$ cat config.mk
export PLATFORM = sky130hd
export DESIGN_NAME = cmas_sequencer
export DESIGN_NICKNAME = d
export VERILOG_FILES = /design/src/core/cmas_pkg.sv /design/src/core/cmas_sequencer.sv
export SDC_FILE = /design/constraint.sdc
export NUM_CORES = 2
export LEC_CHECK = 0
export BUFFER_PORTS_ARGS = -buffer_cell sky130_fd_sc_hd__buf_2
export CAP_MARGIN = 25
export CORE_MARGIN = 10
export CORE_UTILIZATION = 60
export DETAILED_ROUTE_END_ITERATION = 16
export PLACE_DENSITY = 0.8
export SLEW_MARGIN = 20
export SYNTH_ARGS = -nofsm -noshare
export SYNTH_HDL_FRONTEND = slang
export SYNTH_SLANG_ARGS = --single-unit
$ cat constraint.sdc
create_clock -name clk_sys_i -period 15.05 [get_ports clk_sys_i]
set_input_delay 0.7525 -clock clk_sys_i [delete_from_list [all_inputs] [get_ports clk_sys_i]]
set_output_delay 0.7525 -clock clk_sys_i [all_outputs]
set_load 0.01 [all_outputs]
$ cat src/core/cmas_pkg.sv
package cmas_pkg;
    // ------------------------------------------------------------
    // Register word addresses
    // ------------------------------------------------------------
    localparam logic [7:0] ADDR_COMMAND = 8'h00;
    localparam logic [7:0] ADDR_CELL_COUNT = 8'h01;
    localparam logic [7:0] ADDR_CHANNEL_SEL = 8'h02;
    localparam logic [7:0] ADDR_OVERSAMPLE = 8'h03;
    localparam logic [7:0] ADDR_CELL_PERIOD = 8'h04;
    localparam logic [7:0] ADDR_AUX_PERIOD = 8'h05;
    localparam logic [7:0] ADDR_INTERNAL_PERIOD = 8'h06;
    localparam logic [7:0] ADDR_TEST_CONFIG = 8'h07;
    localparam logic [7:0] ADDR_RESULT_BASE = 8'h20;
    localparam logic [7:0] ADDR_RESULT_LAST = 8'h3D;

    // ------------------------------------------------------------
    // Field positions
    // ------------------------------------------------------------
    localparam int CMD_START_BIT = 0;
    localparam int OVS_CODE_LSB = 0;
    localparam int OVS_CYCLED_BIT = 3;
    localparam int OVS_HPER_LSB = 8;
    localparam int OVS_GPER_LSB = 16;
    localparam int TEST_STACK_EN_BIT = 0;

    // ------------------------------------------------------------
    // Reset values
    // ------------------------------------------------------------
    localparam logic [4:0] RST_CELL_COUNT = 5'h10;
    localparam logic [29:0] RST_CHANNEL_SEL = 30'h0000FFFF;
    localparam logic [2:0] RST_OVS_CODE = 3'h0;
    localparam logic [7:0] RST_OVS_PERIOD = 8'h9E;
    localparam logic [15:0] RST_SAMPLE_PERIOD = 16'h009E;

    // ------------------------------------------------------------
    // Channel codes: 0..15 cells 1..16, 16..23 aux, then internal
    // ------------------------------------------------------------
    localparam logic [4:0] CODE_AUX_FIRST = 5'h10;
    localparam logic [4:0] CODE_DIG_TEMP = 5'h18;
    localparam logic [4:0] CODE_ANA_TEMP = 5'h19;
    localparam logic [4:0] CODE_CORE_SUPPLY = 5'h1A;
    localparam logic [4:0] CODE_CMP_REF = 5'h1B;
    localparam logic [4:0] CODE_STACK = 5'h1C;
    localparam logic [4:0] CODE_NEG_RAIL = 5'h1D;
    localparam logic [5:0] POS_INTERNAL = 6'h18;
    localparam logic [5:0] POS_END = 6'h1E;

    // ------------------------------------------------------------
    // Timing
    // ------------------------------------------------------------
    localparam int CLK_PERIOD_NS = 8;
    localparam int HOLD_TIME_NS = 3440;
    localparam int HOLD_CYC = (HOLD_TIME_NS + CLK_PERIOD_NS - 1)
        / CLK_PERIOD_NS;
    localparam int CORE_ACQ_NS = 30000;
    localparam int CORE_ACQ_CYC = CORE_ACQ_NS / CLK_PERIOD_NS;
    localparam int DIG_TEMP_ACQ_NS = 50000;
    localparam int DIG_TEMP_ACQ_CYC = DIG_TEMP_ACQ_NS / CLK_PERIOD_NS;
    localparam int PERIOD_UNIT_NS = 80;
    localparam int PERIOD_UNIT_CYC = PERIOD_UNIT_NS / CLK_PERIOD_NS;

    // Sequencer states
    typedef enum logic [1:0] {
        CMAS_IDLE = 2'b00,
        CMAS_SETUP = 2'b01,
        CMAS_ACQ = 2'b10,
        CMAS_CONV = 2'b11
    } cmas_state_t;
endpackage

$ cat src/core/cmas_sequencer.sv
`timescale 1ns/100ps
module cmas_sequencer #(
    parameter int DIG_TEMP_CYC = cmas_pkg::DIG_TEMP_ACQ_CYC
) (
    input wire logic clk_sys_i,
    input wire logic nrst_i,
    input wire logic [7:0] reg_addr_i,
    input wire logic [31:0] reg_wdata_i,
    input wire logic reg_wr_i,
    input wire logic reg_rd_i,
    output logic [31:0] reg_rdata_o,
    input wire logic broadcast_start_i,
    input wire logic [13:0] adc_data_i,
    output logic [4:0] adc_mux_sel_o,
    output logic adc_hold_o,
    output logic busy_o,
    output logic [15:0] cell_fault_mask_o,
    output logic [15:0] cell_cmp_enable_o
);
    // ------------------------------------------------------------
    // Helper functions
    // ------------------------------------------------------------
    // Position in run order to channel code: cells reversed
    function automatic logic [4:0] pos_code(input logic [5:0] p);
        if (p < 6'h10) begin
            pos_code = 5'(6'h0F - p);
        end else begin
            pos_code = p[4:0];
        end
    endfunction

    // Lowest enabled position in [from, limit), bit 5 = none found
    function automatic logic [5:0] find_pos(input logic [29:0] m,
            input logic [5:0] from, input logic [5:0] limit);
        logic [5:0] res;
        res = 6'h3F;
        for (int p = 29; p >= 0; p--) begin
            if (m[p] && 6'(p) >= from && 6'(p) < limit) begin
                res = 6'(p);
            end
        end
        find_pos = res;
    endfunction

    // Sum of 2^k samples scaled to 16 bits (two gained bits)
    function automatic logic [15:0] scale_avg(input logic [18:0] s,
            input logic [2:0] k);
        logic [20:0] w;
        w = {s, 2'b00} >> k;
        scale_avg = w[15:0];
    endfunction

    // ------------------------------------------------------------
    // Configuration registers
    // ------------------------------------------------------------
    logic [4:0] cell_count_reg; // Cells in use
    logic [29:0] channel_sel; // Enabled channels by code
    logic [2:0] ovs_code; // 0 single, else 2^code samples
    logic cycled_average_select; // Pass-wise averaging
    logic [7:0] high_side_oversample_period; // 80 ns units
    logic [7:0] general_oversample_period; // 80 ns units
    logic [15:0] cell_sample_period_reg; // 80 ns units
    logic [15:0] aux_sample_period_reg; // 80 ns units
    logic [15:0] internal_sample_period_reg; // 80 ns units
    logic stack_voltage_monitor_enable; // Two stack conversions
    logic cmd_start; // Pulse from command write

    // Sequencer state
    cmas_pkg::cmas_state_t state;
    logic [19:0] wait_cnt; // Cycles left in phase
    logic [5:0] pos; // Current run-order position
    logic [4:0] pass_cnt; // Pass index in cycled mode
    logic [4:0] sample_idx; // Sample index of channels not averaged pass-wise
    logic [18:0] acc_mem [0:29]; // Running sums per channel
    logic [15:0] result_mem [0:29]; // Averaged results

    // Register write port
    always_ff @(posedge clk_sys_i) begin
        if (!nrst_i) begin
            cell_count_reg <= cmas_pkg::RST_CELL_COUNT;
            channel_sel <= cmas_pkg::RST_CHANNEL_SEL;
            ovs_code <= cmas_pkg::RST_OVS_CODE;
            cycled_average_select <= 1'b0;
            high_side_oversample_period <= cmas_pkg::RST_OVS_PERIOD;
            general_oversample_period <= cmas_pkg::RST_OVS_PERIOD;
            cell_sample_period_reg <= cmas_pkg::RST_SAMPLE_PERIOD;
            aux_sample_period_reg <= cmas_pkg::RST_SAMPLE_PERIOD;
            internal_sample_period_reg <= cmas_pkg::RST_SAMPLE_PERIOD;
            stack_voltage_monitor_enable <= 1'b0;
        end else if (reg_wr_i) begin
            unique case (reg_addr_i)
                cmas_pkg::ADDR_CELL_COUNT: begin
                    cell_count_reg <= reg_wdata_i[4:0];
                end
                cmas_pkg::ADDR_CHANNEL_SEL: begin
                    channel_sel <= reg_wdata_i[29:0];
                end
                cmas_pkg::ADDR_OVERSAMPLE: begin
                    // Codes above 5 clamp to 32 samples
                    ovs_code <= (reg_wdata_i[2:0] > 3'h5) ? 3'h5
                        : reg_wdata_i[2:0];
                    cycled_average_select <=
                        reg_wdata_i[cmas_pkg::OVS_CYCLED_BIT];
                    high_side_oversample_period <=
                        reg_wdata_i[cmas_pkg::OVS_HPER_LSB +: 8];
                    general_oversample_period <=
                        reg_wdata_i[cmas_pkg::OVS_GPER_LSB +: 8];
                end
                cmas_pkg::ADDR_CELL_PERIOD: begin
                    cell_sample_period_reg <= reg_wdata_i[15:0];
                end
                cmas_pkg::ADDR_AUX_PERIOD: begin
                    aux_sample_period_reg <= reg_wdata_i[15:0];
                end
                cmas_pkg::ADDR_INTERNAL_PERIOD: begin
                    internal_sample_period_reg <= reg_wdata_i[15:0];
                end
                cmas_pkg::ADDR_TEST_CONFIG: begin
                    stack_voltage_monitor_enable <=
                        reg_wdata_i[cmas_pkg::TEST_STACK_EN_BIT];
                end
                default: begin
                    // Read-only or unmapped: write ignored
                end
            endcase
        end
    end

    // Command write decode
    always_comb begin
        cmd_start = reg_wr_i && reg_addr_i == cmas_pkg::ADDR_COMMAND
            && reg_wdata_i[cmas_pkg::CMD_START_BIT];
    end

    // ------------------------------------------------------------
    // Pin synchronisers
    // ------------------------------------------------------------
    logic bcast_meta; // First stage, read only by bcast_sync
    logic bcast_sync; // Second stage
    logic bcast_prev; // Edge detector history
    logic [13:0] adc_meta; // First stage of converter data
    logic [13:0] adc_sync; // Stable converter data

    // Two flops for the broadcast start and converter data levels
    always_ff @(posedge clk_sys_i) begin
        if (!nrst_i) begin
            bcast_meta <= 1'b0;
            bcast_sync <= 1'b0;
            bcast_prev <= 1'b0;
            adc_meta <= 14'h0000;
            adc_sync <= 14'h0000;
        end else begin
            bcast_meta <= broadcast_start_i;
            bcast_sync <= bcast_meta;
            bcast_prev <= bcast_sync;
            adc_meta <= adc_data_i;
            adc_sync <= adc_meta;
        end
    end

    // ------------------------------------------------------------
    // Run-order decode
    // ------------------------------------------------------------
    logic [29:0] pos_mask; // Enabled channels by position
    logic [4:0] cur_code; // Code at current position
    logic [4:0] rest_code; // Idle mux channel
    logic run_start; // Start request taken
    logic cyc_mode; // Pass-wise averaging active
    logic in_cyc; // Current channel is pass-wise
    logic [2:0] k_shift; // log2 samples of current channel
    logic is_first; // First sample of current channel
    logic is_last; // Last sample of current channel
    logic [18:0] new_sum; // Sum including this sample
    logic [5:0] nxt_a; // Next cell/aux in this pass
    logic [5:0] first_a; // First cell/aux of a pass
    logic [5:0] first_b; // First internal channel
    logic [5:0] nxt_all; // Next channel in run order
    logic [5:0] first_all; // First channel of a run
    logic [19:0] acq_cyc; // Acquisition length of next sample

    // Position mask, cells above the count dropped
    always_comb begin
        for (int p = 0; p < 30; p++) begin
            if (p < 16) begin
                pos_mask[p] = channel_sel[15 - p]
                    && 5'(15 - p) < cell_count_reg;
            end else begin
                pos_mask[p] = channel_sel[p];
            end
        end
    end

    // Per-sample decode of current position
    always_comb begin
        cur_code = pos_code(pos);
        rest_code = (cell_count_reg == 5'h00) ? 5'h00
            : cell_count_reg - 5'h01;
        run_start = cmd_start || (bcast_sync && !bcast_prev);
        cyc_mode = cycled_average_select && ovs_code != 3'h0;
        in_cyc = cyc_mode && pos < cmas_pkg::POS_INTERNAL;
        if (cur_code == cmas_pkg::CODE_DIG_TEMP) begin
            k_shift = 3'h0;
        end else if (cur_code == cmas_pkg::CODE_STACK) begin
            k_shift = stack_voltage_monitor_enable ? 3'h1
                : 3'h0;
        end else begin
            k_shift = ovs_code;
        end
        is_first = in_cyc ? pass_cnt == 5'h00 : sample_idx == 5'h00;
        is_last = in_cyc ? pass_cnt == 5'((6'h01 << k_shift) - 6'h01)
            : sample_idx == 5'((6'h01 << k_shift) - 6'h01);
        new_sum = is_first ? {5'h00, adc_sync}
            : acc_mem[cur_code] + {5'h00, adc_sync};
        nxt_a = find_pos(pos_mask, pos + 6'h01, cmas_pkg::POS_INTERNAL);
        first_a = find_pos(pos_mask, 6'h00, cmas_pkg::POS_INTERNAL);
        first_b = find_pos(pos_mask, cmas_pkg::POS_INTERNAL,
            cmas_pkg::POS_END);
        nxt_all = find_pos(pos_mask, pos + 6'h01, cmas_pkg::POS_END);
        first_all = find_pos(pos_mask, 6'h00, cmas_pkg::POS_END);
    end

    // Acquisition length: first sample by type, others by mode
    always_comb begin
        acq_cyc = 20'h00000;
        if (cur_code < cmas_pkg::CODE_AUX_FIRST) begin
            if (is_first || cycled_average_select) begin
                acq_cyc = 20'(cell_sample_period_reg
                    * cmas_pkg::PERIOD_UNIT_CYC);
            end else begin
                acq_cyc = 20'(high_side_oversample_period
                    * cmas_pkg::PERIOD_UNIT_CYC);
            end
        end else if (cur_code < cmas_pkg::CODE_DIG_TEMP) begin
            if (is_first || cycled_average_select) begin
                acq_cyc = 20'(aux_sample_period_reg
                    * cmas_pkg::PERIOD_UNIT_CYC);
            end else begin
                acq_cyc = 20'(general_oversample_period
                    * cmas_pkg::PERIOD_UNIT_CYC);
            end
        end else if (cur_code == cmas_pkg::CODE_DIG_TEMP) begin
            acq_cyc = 20'(DIG_TEMP_CYC);
        end else if (cur_code == cmas_pkg::CODE_CORE_SUPPLY) begin
            acq_cyc = is_first ? 20'(cmas_pkg::CORE_ACQ_CYC)
                : 20'(general_oversample_period
                * cmas_pkg::PERIOD_UNIT_CYC);
        end else begin
            acq_cyc = is_first ? 20'(internal_sample_period_reg
                * cmas_pkg::PERIOD_UNIT_CYC)
                : 20'(high_side_oversample_period
                * cmas_pkg::PERIOD_UNIT_CYC);
        end
        // A zero period still needs one cycle to settle
        if (acq_cyc == 20'h00000) begin
            acq_cyc = 20'h00001;
        end
    end

    // ------------------------------------------------------------
    // Sequencer
    // ------------------------------------------------------------
    // State, counters and mux; new starts ignored while busy
    always_ff @(posedge clk_sys_i) begin
        if (!nrst_i) begin
            state <= cmas_pkg::CMAS_IDLE;
            wait_cnt <= 20'h00000;
            pos <= 6'h00;
            pass_cnt <= 5'h00;
            sample_idx <= 5'h00;
            busy_o <= 1'b0;
            adc_hold_o <= 1'b0;
            adc_mux_sel_o <= 5'h00;
        end else begin
            unique case (state)
                cmas_pkg::CMAS_IDLE: begin
                    adc_mux_sel_o <= rest_code;
                    if (run_start && !first_all[5]) begin
                        pos <= first_all;
                        pass_cnt <= 5'h00;
                        sample_idx <= 5'h00;
                        busy_o <= 1'b1;
                        adc_mux_sel_o <= pos_code(first_all);
                        state <= cmas_pkg::CMAS_SETUP;
                    end
                end
                cmas_pkg::CMAS_SETUP: begin
                    wait_cnt <= acq_cyc - 20'h00001;
                    state <= cmas_pkg::CMAS_ACQ;
                end
                cmas_pkg::CMAS_ACQ: begin
                    if (wait_cnt == 20'h00000) begin
                        wait_cnt <= 20'(cmas_pkg::HOLD_CYC - 1);
                        adc_hold_o <= 1'b1;
                        state <= cmas_pkg::CMAS_CONV;
                    end else begin
                        wait_cnt <= wait_cnt - 20'h00001;
                    end
                end
                cmas_pkg::CMAS_CONV: begin
                    if (wait_cnt != 20'h00000) begin
                        wait_cnt <= wait_cnt - 20'h00001;
                    end else begin
                        adc_hold_o <= 1'b0;
                        state <= cmas_pkg::CMAS_SETUP;
                        if (in_cyc) begin
                            if (!nxt_a[5]) begin
                                pos <= nxt_a;
                                adc_mux_sel_o <= pos_code(nxt_a);
                            end else if (!is_last) begin
                                pass_cnt <= pass_cnt + 5'h01;
                                pos <= first_a;
                                adc_mux_sel_o <= pos_code(first_a);
                            end else if (!first_b[5]) begin
                                pos <= first_b;
                                sample_idx <= 5'h00;
                                adc_mux_sel_o <= pos_code(first_b);
                            end else begin
                                busy_o <= 1'b0;
                                adc_mux_sel_o <= rest_code;
                                state <= cmas_pkg::CMAS_IDLE;
                            end
                        end else if (!is_last) begin
                            sample_idx <= sample_idx + 5'h01;
                        end else if (!nxt_all[5]) begin
                            sample_idx <= 5'h00;
                            pos <= nxt_all;
                            adc_mux_sel_o <= pos_code(nxt_all);
                        end else begin
                            busy_o <= 1'b0;
                            adc_mux_sel_o <= rest_code;
                            state <= cmas_pkg::CMAS_IDLE;
                        end
                    end
                end
            endcase
        end
    end

    // Accumulate samples; only the average becomes visible
    always_ff @(posedge clk_sys_i) begin
        if (state == cmas_pkg::CMAS_CONV && wait_cnt == 20'h00000) begin
            acc_mem[cur_code] <= new_sum;
            if (is_last) begin
                result_mem[cur_code] <= scale_avg(new_sum,
                    k_shift);
            end
        end
    end

    // ------------------------------------------------------------
    // Fault masking and read port
    // ------------------------------------------------------------
    // Cells above the count: faults masked, comparators off
    always_ff @(posedge clk_sys_i) begin
        if (!nrst_i) begin
            cell_fault_mask_o <= 16'h0000;
            cell_cmp_enable_o <= 16'h0000;
        end else begin
            for (int i = 0; i < 16; i++) begin
                cell_fault_mask_o[i] <= 5'(i) >= cell_count_reg;
                cell_cmp_enable_o[i] <= 5'(i) < cell_count_reg;
            end
        end
    end

    // Read data one cycle after strobe; zero otherwise
    always_ff @(posedge clk_sys_i) begin
        if (!nrst_i) begin
            reg_rdata_o <= 32'h00000000;
        end else if (!reg_rd_i) begin
            reg_rdata_o <= 32'h00000000;
        end else if (reg_addr_i >= cmas_pkg::ADDR_RESULT_BASE
                && reg_addr_i <= cmas_pkg::ADDR_RESULT_LAST) begin
            reg_rdata_o <= {16'h0000, result_mem[5'(reg_addr_i
                - cmas_pkg::ADDR_RESULT_BASE)]};
        end else begin
            unique case (reg_addr_i)
                cmas_pkg::ADDR_COMMAND: begin
                    // Status: busy, state, current channel
                    reg_rdata_o <= {23'h000000, busy_o, state, 1'b0,
                        cur_code};
                end
                cmas_pkg::ADDR_CELL_COUNT: begin
                    reg_rdata_o <= {27'h0000000, cell_count_reg};
                end
                cmas_pkg::ADDR_CHANNEL_SEL: begin
                    reg_rdata_o <= {2'h0, channel_sel};
                end
                cmas_pkg::ADDR_OVERSAMPLE: begin
                    reg_rdata_o <= {8'h00, general_oversample_period,
                        high_side_oversample_period, 4'h0,
                        cycled_average_select, ovs_code};
                end
                cmas_pkg::ADDR_CELL_PERIOD: begin
                    reg_rdata_o <= {16'h0000, cell_sample_period_reg};
                end
                cmas_pkg::ADDR_AUX_PERIOD: begin
                    reg_rdata_o <= {16'h0000, aux_sample_period_reg};
                end
                cmas_pkg::ADDR_INTERNAL_PERIOD: begin
                    reg_rdata_o <= {16'h0000,
                        internal_sample_period_reg};
                end
                cmas_pkg::ADDR_TEST_CONFIG: begin
                    reg_rdata_o <= {31'h00000000,
                        stack_voltage_monitor_enable};
                end
                default: begin
                    reg_rdata_o <= 32'h00000000;
                end
            endcase
        end
    end
endmodule // cmas_sequencer

# Word level (Yosys, flattened, before mapping)
# Memories as Yosys holds them, arrays and structs flattened.
# Index checks and enable logic that the tools add are counted.
dict set report totals {
  ff_bits 242
  output_inout_bits 71
  word_cells 441
  ramBits 1050
  memories 2
  in_bits 59
}
# memory depth word_bits read_ports rd_clocked_by_memory_dff wr line_no
set mem_list {}
lappend mem_list {acc_mem 30 19 1 0 1 cmas_sequencer.sv:74} ;# logic [18:0] acc_mem [0:29];
lappend mem_list {result_mem 30 16 1 0 1 cmas_sequencer.sv:75} ;# logic [15:0] result_mem [0:29];
dict set report classes {
  n_eq_ne 32
  n_lt_le_gt_ge 74
  shifts 2
  addsub 15
  mux 195
  reduce_logical 87
  mul 5
  bitwise_logic 2
}
# cell count
set op_table {}
lappend op_table {{6-bit two-way mux} 116}
lappend op_table {{30-bit case mux with 8 select lines} 1}
lappend op_table {{20-bit two-way mux} 10}
lappend op_table {{5-bit two-way mux} 27}
lappend op_table {{5-bit by 6-bit greater-or-equal comparator with 1-bit output (first input constant)} 14}
lappend op_table {{20-bit case mux with 3 select lines} 1}
lappend op_table {{16-bit by 3-bit multiplier with 19-bit output (second input constant)} 3}
lappend op_table {{1-bit logical AND} 54}
lappend op_table {{4-bit by 6-bit greater-or-equal comparator with 1-bit output (first input constant)} 8}
lappend op_table {{6-bit by 5-bit < comparator with 1-bit output (second input constant)} 7}
lappend op_table {{4-bit by 5-bit greater-or-equal comparator with 1-bit output (first input constant)} 8}
lappend op_table {{20-bit logical NOT} 2}
lappend op_table {{4-bit by 5-bit < comparator with 1-bit output (first input constant)} 8}
lappend op_table {{20-bit by 1-bit subtractor with 20-bit output (second input constant)} 2}
lappend op_table {{8-bit by 3-bit == test with 1-bit output (second input constant)} 4}
lappend op_table {{5-bit case mux with 2 select lines} 3}
lappend op_table {{4-bit by 5-bit subtractor with 5-bit output (first input constant)} 6}
lappend op_table {{3-bit by 6-bit greater-or-equal comparator with 1-bit output (first input constant)} 4}
lappend op_table {{3-bit != test (second input constant)} 8}
lappend op_table {{1-bit two-way mux} 23}
lappend op_table {{8-bit by 3-bit multiplier with 11-bit output (second input constant)} 2}
lappend op_table {{21-bit by 3-bit >> shifter with 16-bit output} 1}
lappend op_table {{3-bit by 5-bit greater-or-equal comparator with 1-bit output (first input constant)} 4}
lappend op_table {{3-bit by 5-bit < comparator with 1-bit output (first input constant)} 4}
lappend op_table {{47 further kinds} 92}

# Logic depth before layout (Yosys ltp)
dict set report depth {
  depth_word 40
  depth_mapped 26
}

# Worst setup path after synthesis
# Ideal clock, no wire load.
dict set report synth_path {
  path_kind {reg-to-reg}
  startpoint {reg pos[0]}
  endpoint {mem result_mem[0][13] (data pin)}
  slack_ns 7.320
  required_time_ns 14.664
  arrival_ns 7.344
  path_stages_with_launch 26
  setup_time_ns 0.386
  n_path_buf 5
  cell_sequence {dfxtp_1 buf_2 nor3_2 or2_2 buf_2 buf_2 buf_1 buf_2 mux4_2 nor2_1 a31oi_1 o211ai_1 o21ai_0 ha_1 inv_1 fa_1 nand2b_1 a21oi_1 o311ai_0 a21o_1 a21oi_1 o21a_1 nor3_1 mux2i_1 o211a_1 a31oi_1}
}
dict set report synth_via {
  elab_chain_len 6
}
# item line_no
set synth_lines {}
lappend synth_lines {{start: declaration} cmas_sequencer.sv:71} ;# logic [5:0] pos;
lappend synth_lines {{start signal: assignment} cmas_sequencer.sv:278} ;# pos <= first_all;
lappend synth_lines {{start signal: assignment} cmas_sequencer.sv:307} ;# pos <= nxt_a;
lappend synth_lines {{start signal: assignment} cmas_sequencer.sv:311} ;# pos <= first_a;
lappend synth_lines {{4-bit by 5-bit subtractor with 5-bit output / 6-bit by 5-bit < comparator with 1-bit output (equally long branches)} {cmas_sequencer.sv:26, cmas_sequencer.sv:25}}
lappend synth_lines {{5-bit two-way mux} cmas_sequencer.sv:25} ;# if (p < 6'h10) begin
lappend synth_lines {{memory 30 x 19 bit} n/a}
lappend synth_lines {{19-bit by 14-bit adder with 19-bit output} cmas_sequencer.sv:213} ;# : acc_mem[cur_code] + {5'h00, adc_sync};
lappend synth_lines {{19-bit two-way mux (*)} cmas_sequencer.sv:212} ;# new_sum = is_first ? {5'h00, adc_sync}
lappend synth_lines {{named net new_sum[14]} cmas_sequencer.sv:173} ;# logic [18:0] new_sum;
lappend synth_lines {{21-bit by 3-bit >> shifter with 16-bit output (*)} cmas_sequencer.sv:49} ;# w = {s, 2'b00} >> k;
lappend synth_lines {{end: declaration} cmas_sequencer.sv:75}
# The timed path passes the listed nets; every way through them passes the cells marked *.

# Worst setup path after layout
dict set report layout_path {
  startpoint {reg pos[4]}
  endpoint {mem result_mem[7][11] (data pin)}
}
# Same word-level chain as after synthesis.

==> impl_metrics.sql <==
INSERT INTO impl_metrics (metric_group, metric, value, unit) VALUES
('yosys', 'synth_cells', '4487', ''),
('timing', 'fin_tns_setup', '0', 'ps'),
('die', 'die_height', '336.0', 'µm'),
('clock_network', 'cts_resized', '0', ''),
('clock_network', 'clock_transition_at_the_register_clock_pins_on_the_worst_setup_and_hold_paths_after_cts', '70', 'ps'),
('job', 'cap_violations', '0', ''),
('setup_path', 'endpoint_kind', 'flop', ''),
('setup_path', 'cp_data_arrival_time', '8620', 'ps'),
('clock_network', 'htree_num_levels', '4', ''),
('place', 'io_buffer_count', '125', ''),
('yosys', 'synth.top_cell.area_share', '52.64', '%'),
('routing', 'route.detailed.drc', '0', ''),
('timing', 'timing.clock.skew', '40.40', 'ps'),
('routing', 'first_iter_violations', '6704', ''),
('final_layout', 'top_regs', 'acc_mem x570, result_mem x480', ''),
('global_route', 'globalRoute.totalOverflow', '0', ''),
('global_route', 'global_route_wire_length_before_repair', '271500', 'µm'),
('min_path', 'timing.hold.worst.class', 'input port to flop', ''),
('timing', 'worst_slack', '6898', 'ps'),
('global_route', 'grt_start_max_net_pins', '96', ''),
('clock_network', 'num_cts_buffers', '131', ''),
('die', 'core-area', '0.09871', 'mm²'),
('power', 'peakVddDrop', '0.00009894', 'V'),
('routing', 'avgViaCountPerCell', '7.171', ''),
('yosys', 'yosys_most_used_dff', 'sky130_fd_sc_hd__edfxtp_1', ''),
('setup_path', 'critPathLaunchType', 'flop', ''),
('yosys', 'synth-edff-count', '1050', ''),
('yosys', 'asyncSetResetFlopFracSynth', '0', '%'),
('yosys', 'ys_warn_count', '0', ''),
('timing', 'finalSetupViolations', '0', ''),
('power', 'static-leakage-power', '23.02', 'nW'),
('place', 'dp_hpwl', '115800', 'µm'),
('place', 'pre_cts_slack', '6624', 'ps'),
('routing', 'route.final.wire_length', '185900', 'µm'),
('clock_network', 'ctsHoldBuffers', '0', ''),
('routing', 'route.detailed.wl_per_inst', '30.99', 'µm'),
('timing', 'worst-slew-pin-transition', '1144', 'ps'),
('setup_path', 'cp_max_fo', '46', ''),
('clock_network', 'clock_path_buffers', '3', ''),
('final_layout', 'multi_input_area', '0.02258', 'mm²'),
('power', 'cellPowerDensity', '115.6', 'mW/mm²'),
('die', 'initial_utilization', '60.68', '%'),
('yosys', 'post_synthesis_sequential_element_count', '1292', ''),
('final_layout', 'final_net_count', '4807', ''),
('yosys', 'synth_largest_area_cell', 'sky130_fd_sc_hd__edfxtp_1', ''),
('clock_network', 'cts_tree', 'built', ''),
('final_layout', 'register_area', '0.03638', 'mm²'),
('outcome', 'status', 'complete, no violations', ''),
('yosys', 'netlist_area', '0.05990', 'mm²'),
('global_route', 'vias_in_the_first_global_route', '41100', ''),
('die', 'overall_die_width', '336.0', 'µm'),
('final_layout', 'final.fill_count', '6518', ''),
('final_layout', 'flow.area_growth_from_synthesis', '11.45', '%'),
('yosys', 'synth.top_cells.by_area', 'sky130_fd_sc_hd__edfxtp_1, sky130_fd_sc_hd__mux4_2, sky130_fd_sc_hd__dfxtp_1', ''),
('die', 'floorplan.rows', '115', ''),
('timing', 'timing_max_transition_violations_final', '0', ''),
('clock_network', 'cts_setup_buffers', '0', ''),
('yosys', 'yosys.cell_types.count', '102', ''),
('yosys', 'ys_seq_area_share', '60.73', '%'),
('place', 'gpl.final_weighted_congestion', '0.9635', ''),
('power', 'power', '7.716', 'mW'),
('timing', 'grt_setup_unrepaired', 'false', ''),
('clock_network', 'clkLatencyLatePin', '780', 'ps'),
('routing', 'detail_route.first_pass.iterations', '9', ''),
('setup_path', 'worst-endpoint-required', '15520', 'ps'),
('global_route', 'antenna_found_initial', '10', ''),
('yosys', 'post_synth.cell_area_avg', '13.35', 'µm²'),
('routing', 'ant_nets', '0', ''),
('timing', 'report.final.hold_viol_count', '0', ''),
('timing', 'min_period_over_period', '54.16', '%'),
('die', 'die_area', '0.1129', 'mm²'),
('routing', 'route.vias.total', '43012', ''),
('global_route', 'grt_util_all_layers', '32.35', '%'),
('timing', 'period_minus_slack', '8152', 'ps'),
('die', 'top_level_ports', '130', ''),
('timing', 'max_freq', '122.7', 'MHz'),
('clock_network', 'cts_root_buf', 'sky130_fd_sc_hd__clkbuf_16', ''),
('final_layout', 'share_of_post_route_cells_with_drive_strength_above_1', '18.50', '%'),
('timing', 'max-slew-margin-rel', '23.74', '%'),
('final_layout', 'regMostFlops', 'acc_mem', ''),
('clock_network', 'cts_sinks', '1292', ''),
('final_layout', 'largest_reg_flops', '570', ''),
('setup_path', 'worstSetupPathType', 'flop to flop', '');
[cells in the final DEF (no fill, tap or decap), drive strengths merged, types with 37 or more instances in the layout]
cell type / Yosys / layout
o211ai: 39 / 39
clkbuf: 188 / 179
and3: 40 / 40
inv: 59 / 67
edfxtp: 1050 / 1050
ha: 140 / 140
nand2: 467 / 467
dfxtp: 242 / 242
nor4: 37 / 37
a211oi: 48 / 48
buf: 92 / 261
a21oi: 206 / 206
mux2i: 116 / 116
o21ai: 174 / 174
mux2: 38 / 38
mux4: 248 / 248
clkinv: 1 / 40
o221ai: 38 / 38
nor3: 96 / 96
nand3: 130 / 130
a31oi: 58 / 58
o22ai: 39 / 39
nor2: 278 / 278
and2: 69 / 69
[power by group]
part,internal (mW),leakage (nW),switching (mW)
registers,3.87,11.4,0.0300
logic,0.235,9.67,0.409
clock network,1.77,2.00,1.41
total,5.87,23.0,1.85
[synthesized netlist by cell type, types with 11 or more instances]
| master | n |
|---|---|
| sky130_fd_sc_hd__a211o_1 | 13 |
| sky130_fd_sc_hd__nand4_1 | 28 |
| sky130_fd_sc_hd__clkbuf_1 | 188 |
| sky130_fd_sc_hd__nor2b_1 | 19 |
| sky130_fd_sc_hd__a211oi_1 | 48 |
| sky130_fd_sc_hd__nor2_1 | 277 |
| sky130_fd_sc_hd__xnor2_1 | 31 |
| sky130_fd_sc_hd__inv_1 | 57 |
| sky130_fd_sc_hd__a2111oi_0 | 26 |
| sky130_fd_sc_hd__nand2b_1 | 30 |
| sky130_fd_sc_hd__a21o_1 | 29 |
| sky130_fd_sc_hd__nor3_1 | 91 |
| sky130_fd_sc_hd__and2_1 | 67 |
| sky130_fd_sc_hd__o31a_1 | 13 |
| sky130_fd_sc_hd__a21boi_0 | 18 |
| sky130_fd_sc_hd__buf_1 | 41 |
| sky130_fd_sc_hd__mux2i_1 | 116 |
| sky130_fd_sc_hd__a22oi_1 | 27 |
| sky130_fd_sc_hd__xor2_1 | 30 |
| sky130_fd_sc_hd__or4_1 | 11 |
| sky130_fd_sc_hd__o21ai_1 | 16 |
| sky130_fd_sc_hd__a21oi_1 | 206 |
| sky130_fd_sc_hd__and3_1 | 40 |
| sky130_fd_sc_hd__buf_2 | 42 |
| sky130_fd_sc_hd__o22ai_1 | 39 |
| sky130_fd_sc_hd__dfxtp_1 | 242 |
| sky130_fd_sc_hd__nand3_1 | 130 |
| sky130_fd_sc_hd__or3_1 | 26 |
| sky130_fd_sc_hd__o221ai_1 | 38 |
| sky130_fd_sc_hd__nor3b_1 | 12 |
| sky130_fd_sc_hd__mux4_2 | 248 |
| sky130_fd_sc_hd__o211ai_1 | 39 |
| sky130_fd_sc_hd__mux2_2 | 36 |
| sky130_fd_sc_hd__o311ai_0 | 13 |
| sky130_fd_sc_hd__o31ai_1 | 29 |
| sky130_fd_sc_hd__edfxtp_1 | 1050 |
| sky130_fd_sc_hd__ha_1 | 140 |
| sky130_fd_sc_hd__o21ai_0 | 158 |
| sky130_fd_sc_hd__nand2_1 | 467 |
| sky130_fd_sc_hd__o21a_1 | 36 |
| sky130_fd_sc_hd__or2_2 | 24 |
| sky130_fd_sc_hd__a31oi_1 | 57 |
| sky130_fd_sc_hd__a221oi_1 | 18 |
| sky130_fd_sc_hd__nor4_1 | 33 |
[per-layer routing]
| layer | up-vias | global-route usage, % | part of all wire, % |
|---|---|---|---|
| li1 | 17791 | - | - |
| met1 | 20998 | 40.91 | 35 |
| met2 | 3457 | 50.35 | 46 |
| met3 | 760 | 9.997 | 13 |
| met4 | 6 | 16.27 | 5.7 |
| met5 | - | 0.2169 | 0.022 |
[worst max-delay path: stages (launching register included)]
cell and delay [ps]:
sky130_fd_sc_hd__dfxtp_4 560, sky130_fd_sc_hd__buf_4 420, sky130_fd_sc_hd__nor3_2 590, sky130_fd_sc_hd__or2_2 850, sky130_fd_sc_hd__buf_4 550, sky130_fd_sc_hd__o221ai_1 210
sky130_fd_sc_hd__a31oi_1 190, sky130_fd_sc_hd__nor3_1 70, sky130_fd_sc_hd__a31oi_1 370, sky130_fd_sc_hd__a21o_1 220, sky130_fd_sc_hd__ha_1 260, sky130_fd_sc_hd__a211oi_1 470
sky130_fd_sc_hd__o21ai_0 250, sky130_fd_sc_hd__a21oi_1 280, sky130_fd_sc_hd__o21a_1 210, sky130_fd_sc_hd__o21bai_1 90, sky130_fd_sc_hd__xnor2_1 170, sky130_fd_sc_hd__o21ai_4 710
sky130_fd_sc_hd__mux2i_1 300, sky130_fd_sc_hd__o2bb2ai_1 320, sky130_fd_sc_hd__mux2_2 630
[kinds of logic after synthesis]
kind of cell / count (synthesis) / share of synthesized area, %
flops: 1292 / 60.73
other cells: 1 / 0.006260
buf+inv: 340 / 2.281
simple gates: 1303 / 10.37
xor+xnor: 61 / 0.8919
compound gates: 942 / 10.63
fa+ha+maj: 146 / 3.125
mux: 402 / 11.98
[stage by stage]
step / cell area (µm²) / cells / util, % / hold slack [ps]
6_report: 66760 / 5998 / 67.63 / 194.2
4_1_cts: 66610 / 5983 / 67.48 / 171.1
2_1_floorplan: 59900 / 4488 / - / 411.9
3_5_place_dp: 62480 / 5749 / 63.30 / 422.4
3_3_place_gp: 62230 / 5731 / 63.05 / 414.5
5_1_grt: 66750 / 5993 / 67.62 / 182.8
[final cells by class]
class                           instances  area share [%]
Antenna cell                            8         0.02999
Tap cell                             1287           2.412
Clock buffer                          179           5.278
Inverter                               60          0.3374
Multi-Input combinational cell       2856           33.82
Clock inverter                         55          0.8977
Timing Repair Buffer                  261           2.731
Sequential cell                      1292           54.50
[worst paths after layout]
check | startpoint | end | slack [ps] | cells after the start
min | adc_data_i[3] | adc_meta[3] | 190 | 2
max | pos[4] | result_mem[7][11] | 6900 | 20
min reg2reg | adc_meta[7] | adc_sync[7] | 430 | 1
max reg2reg | pos[4] | result_mem[7][11] | 6900 | 20
Power figures use the tool's default switching activity.
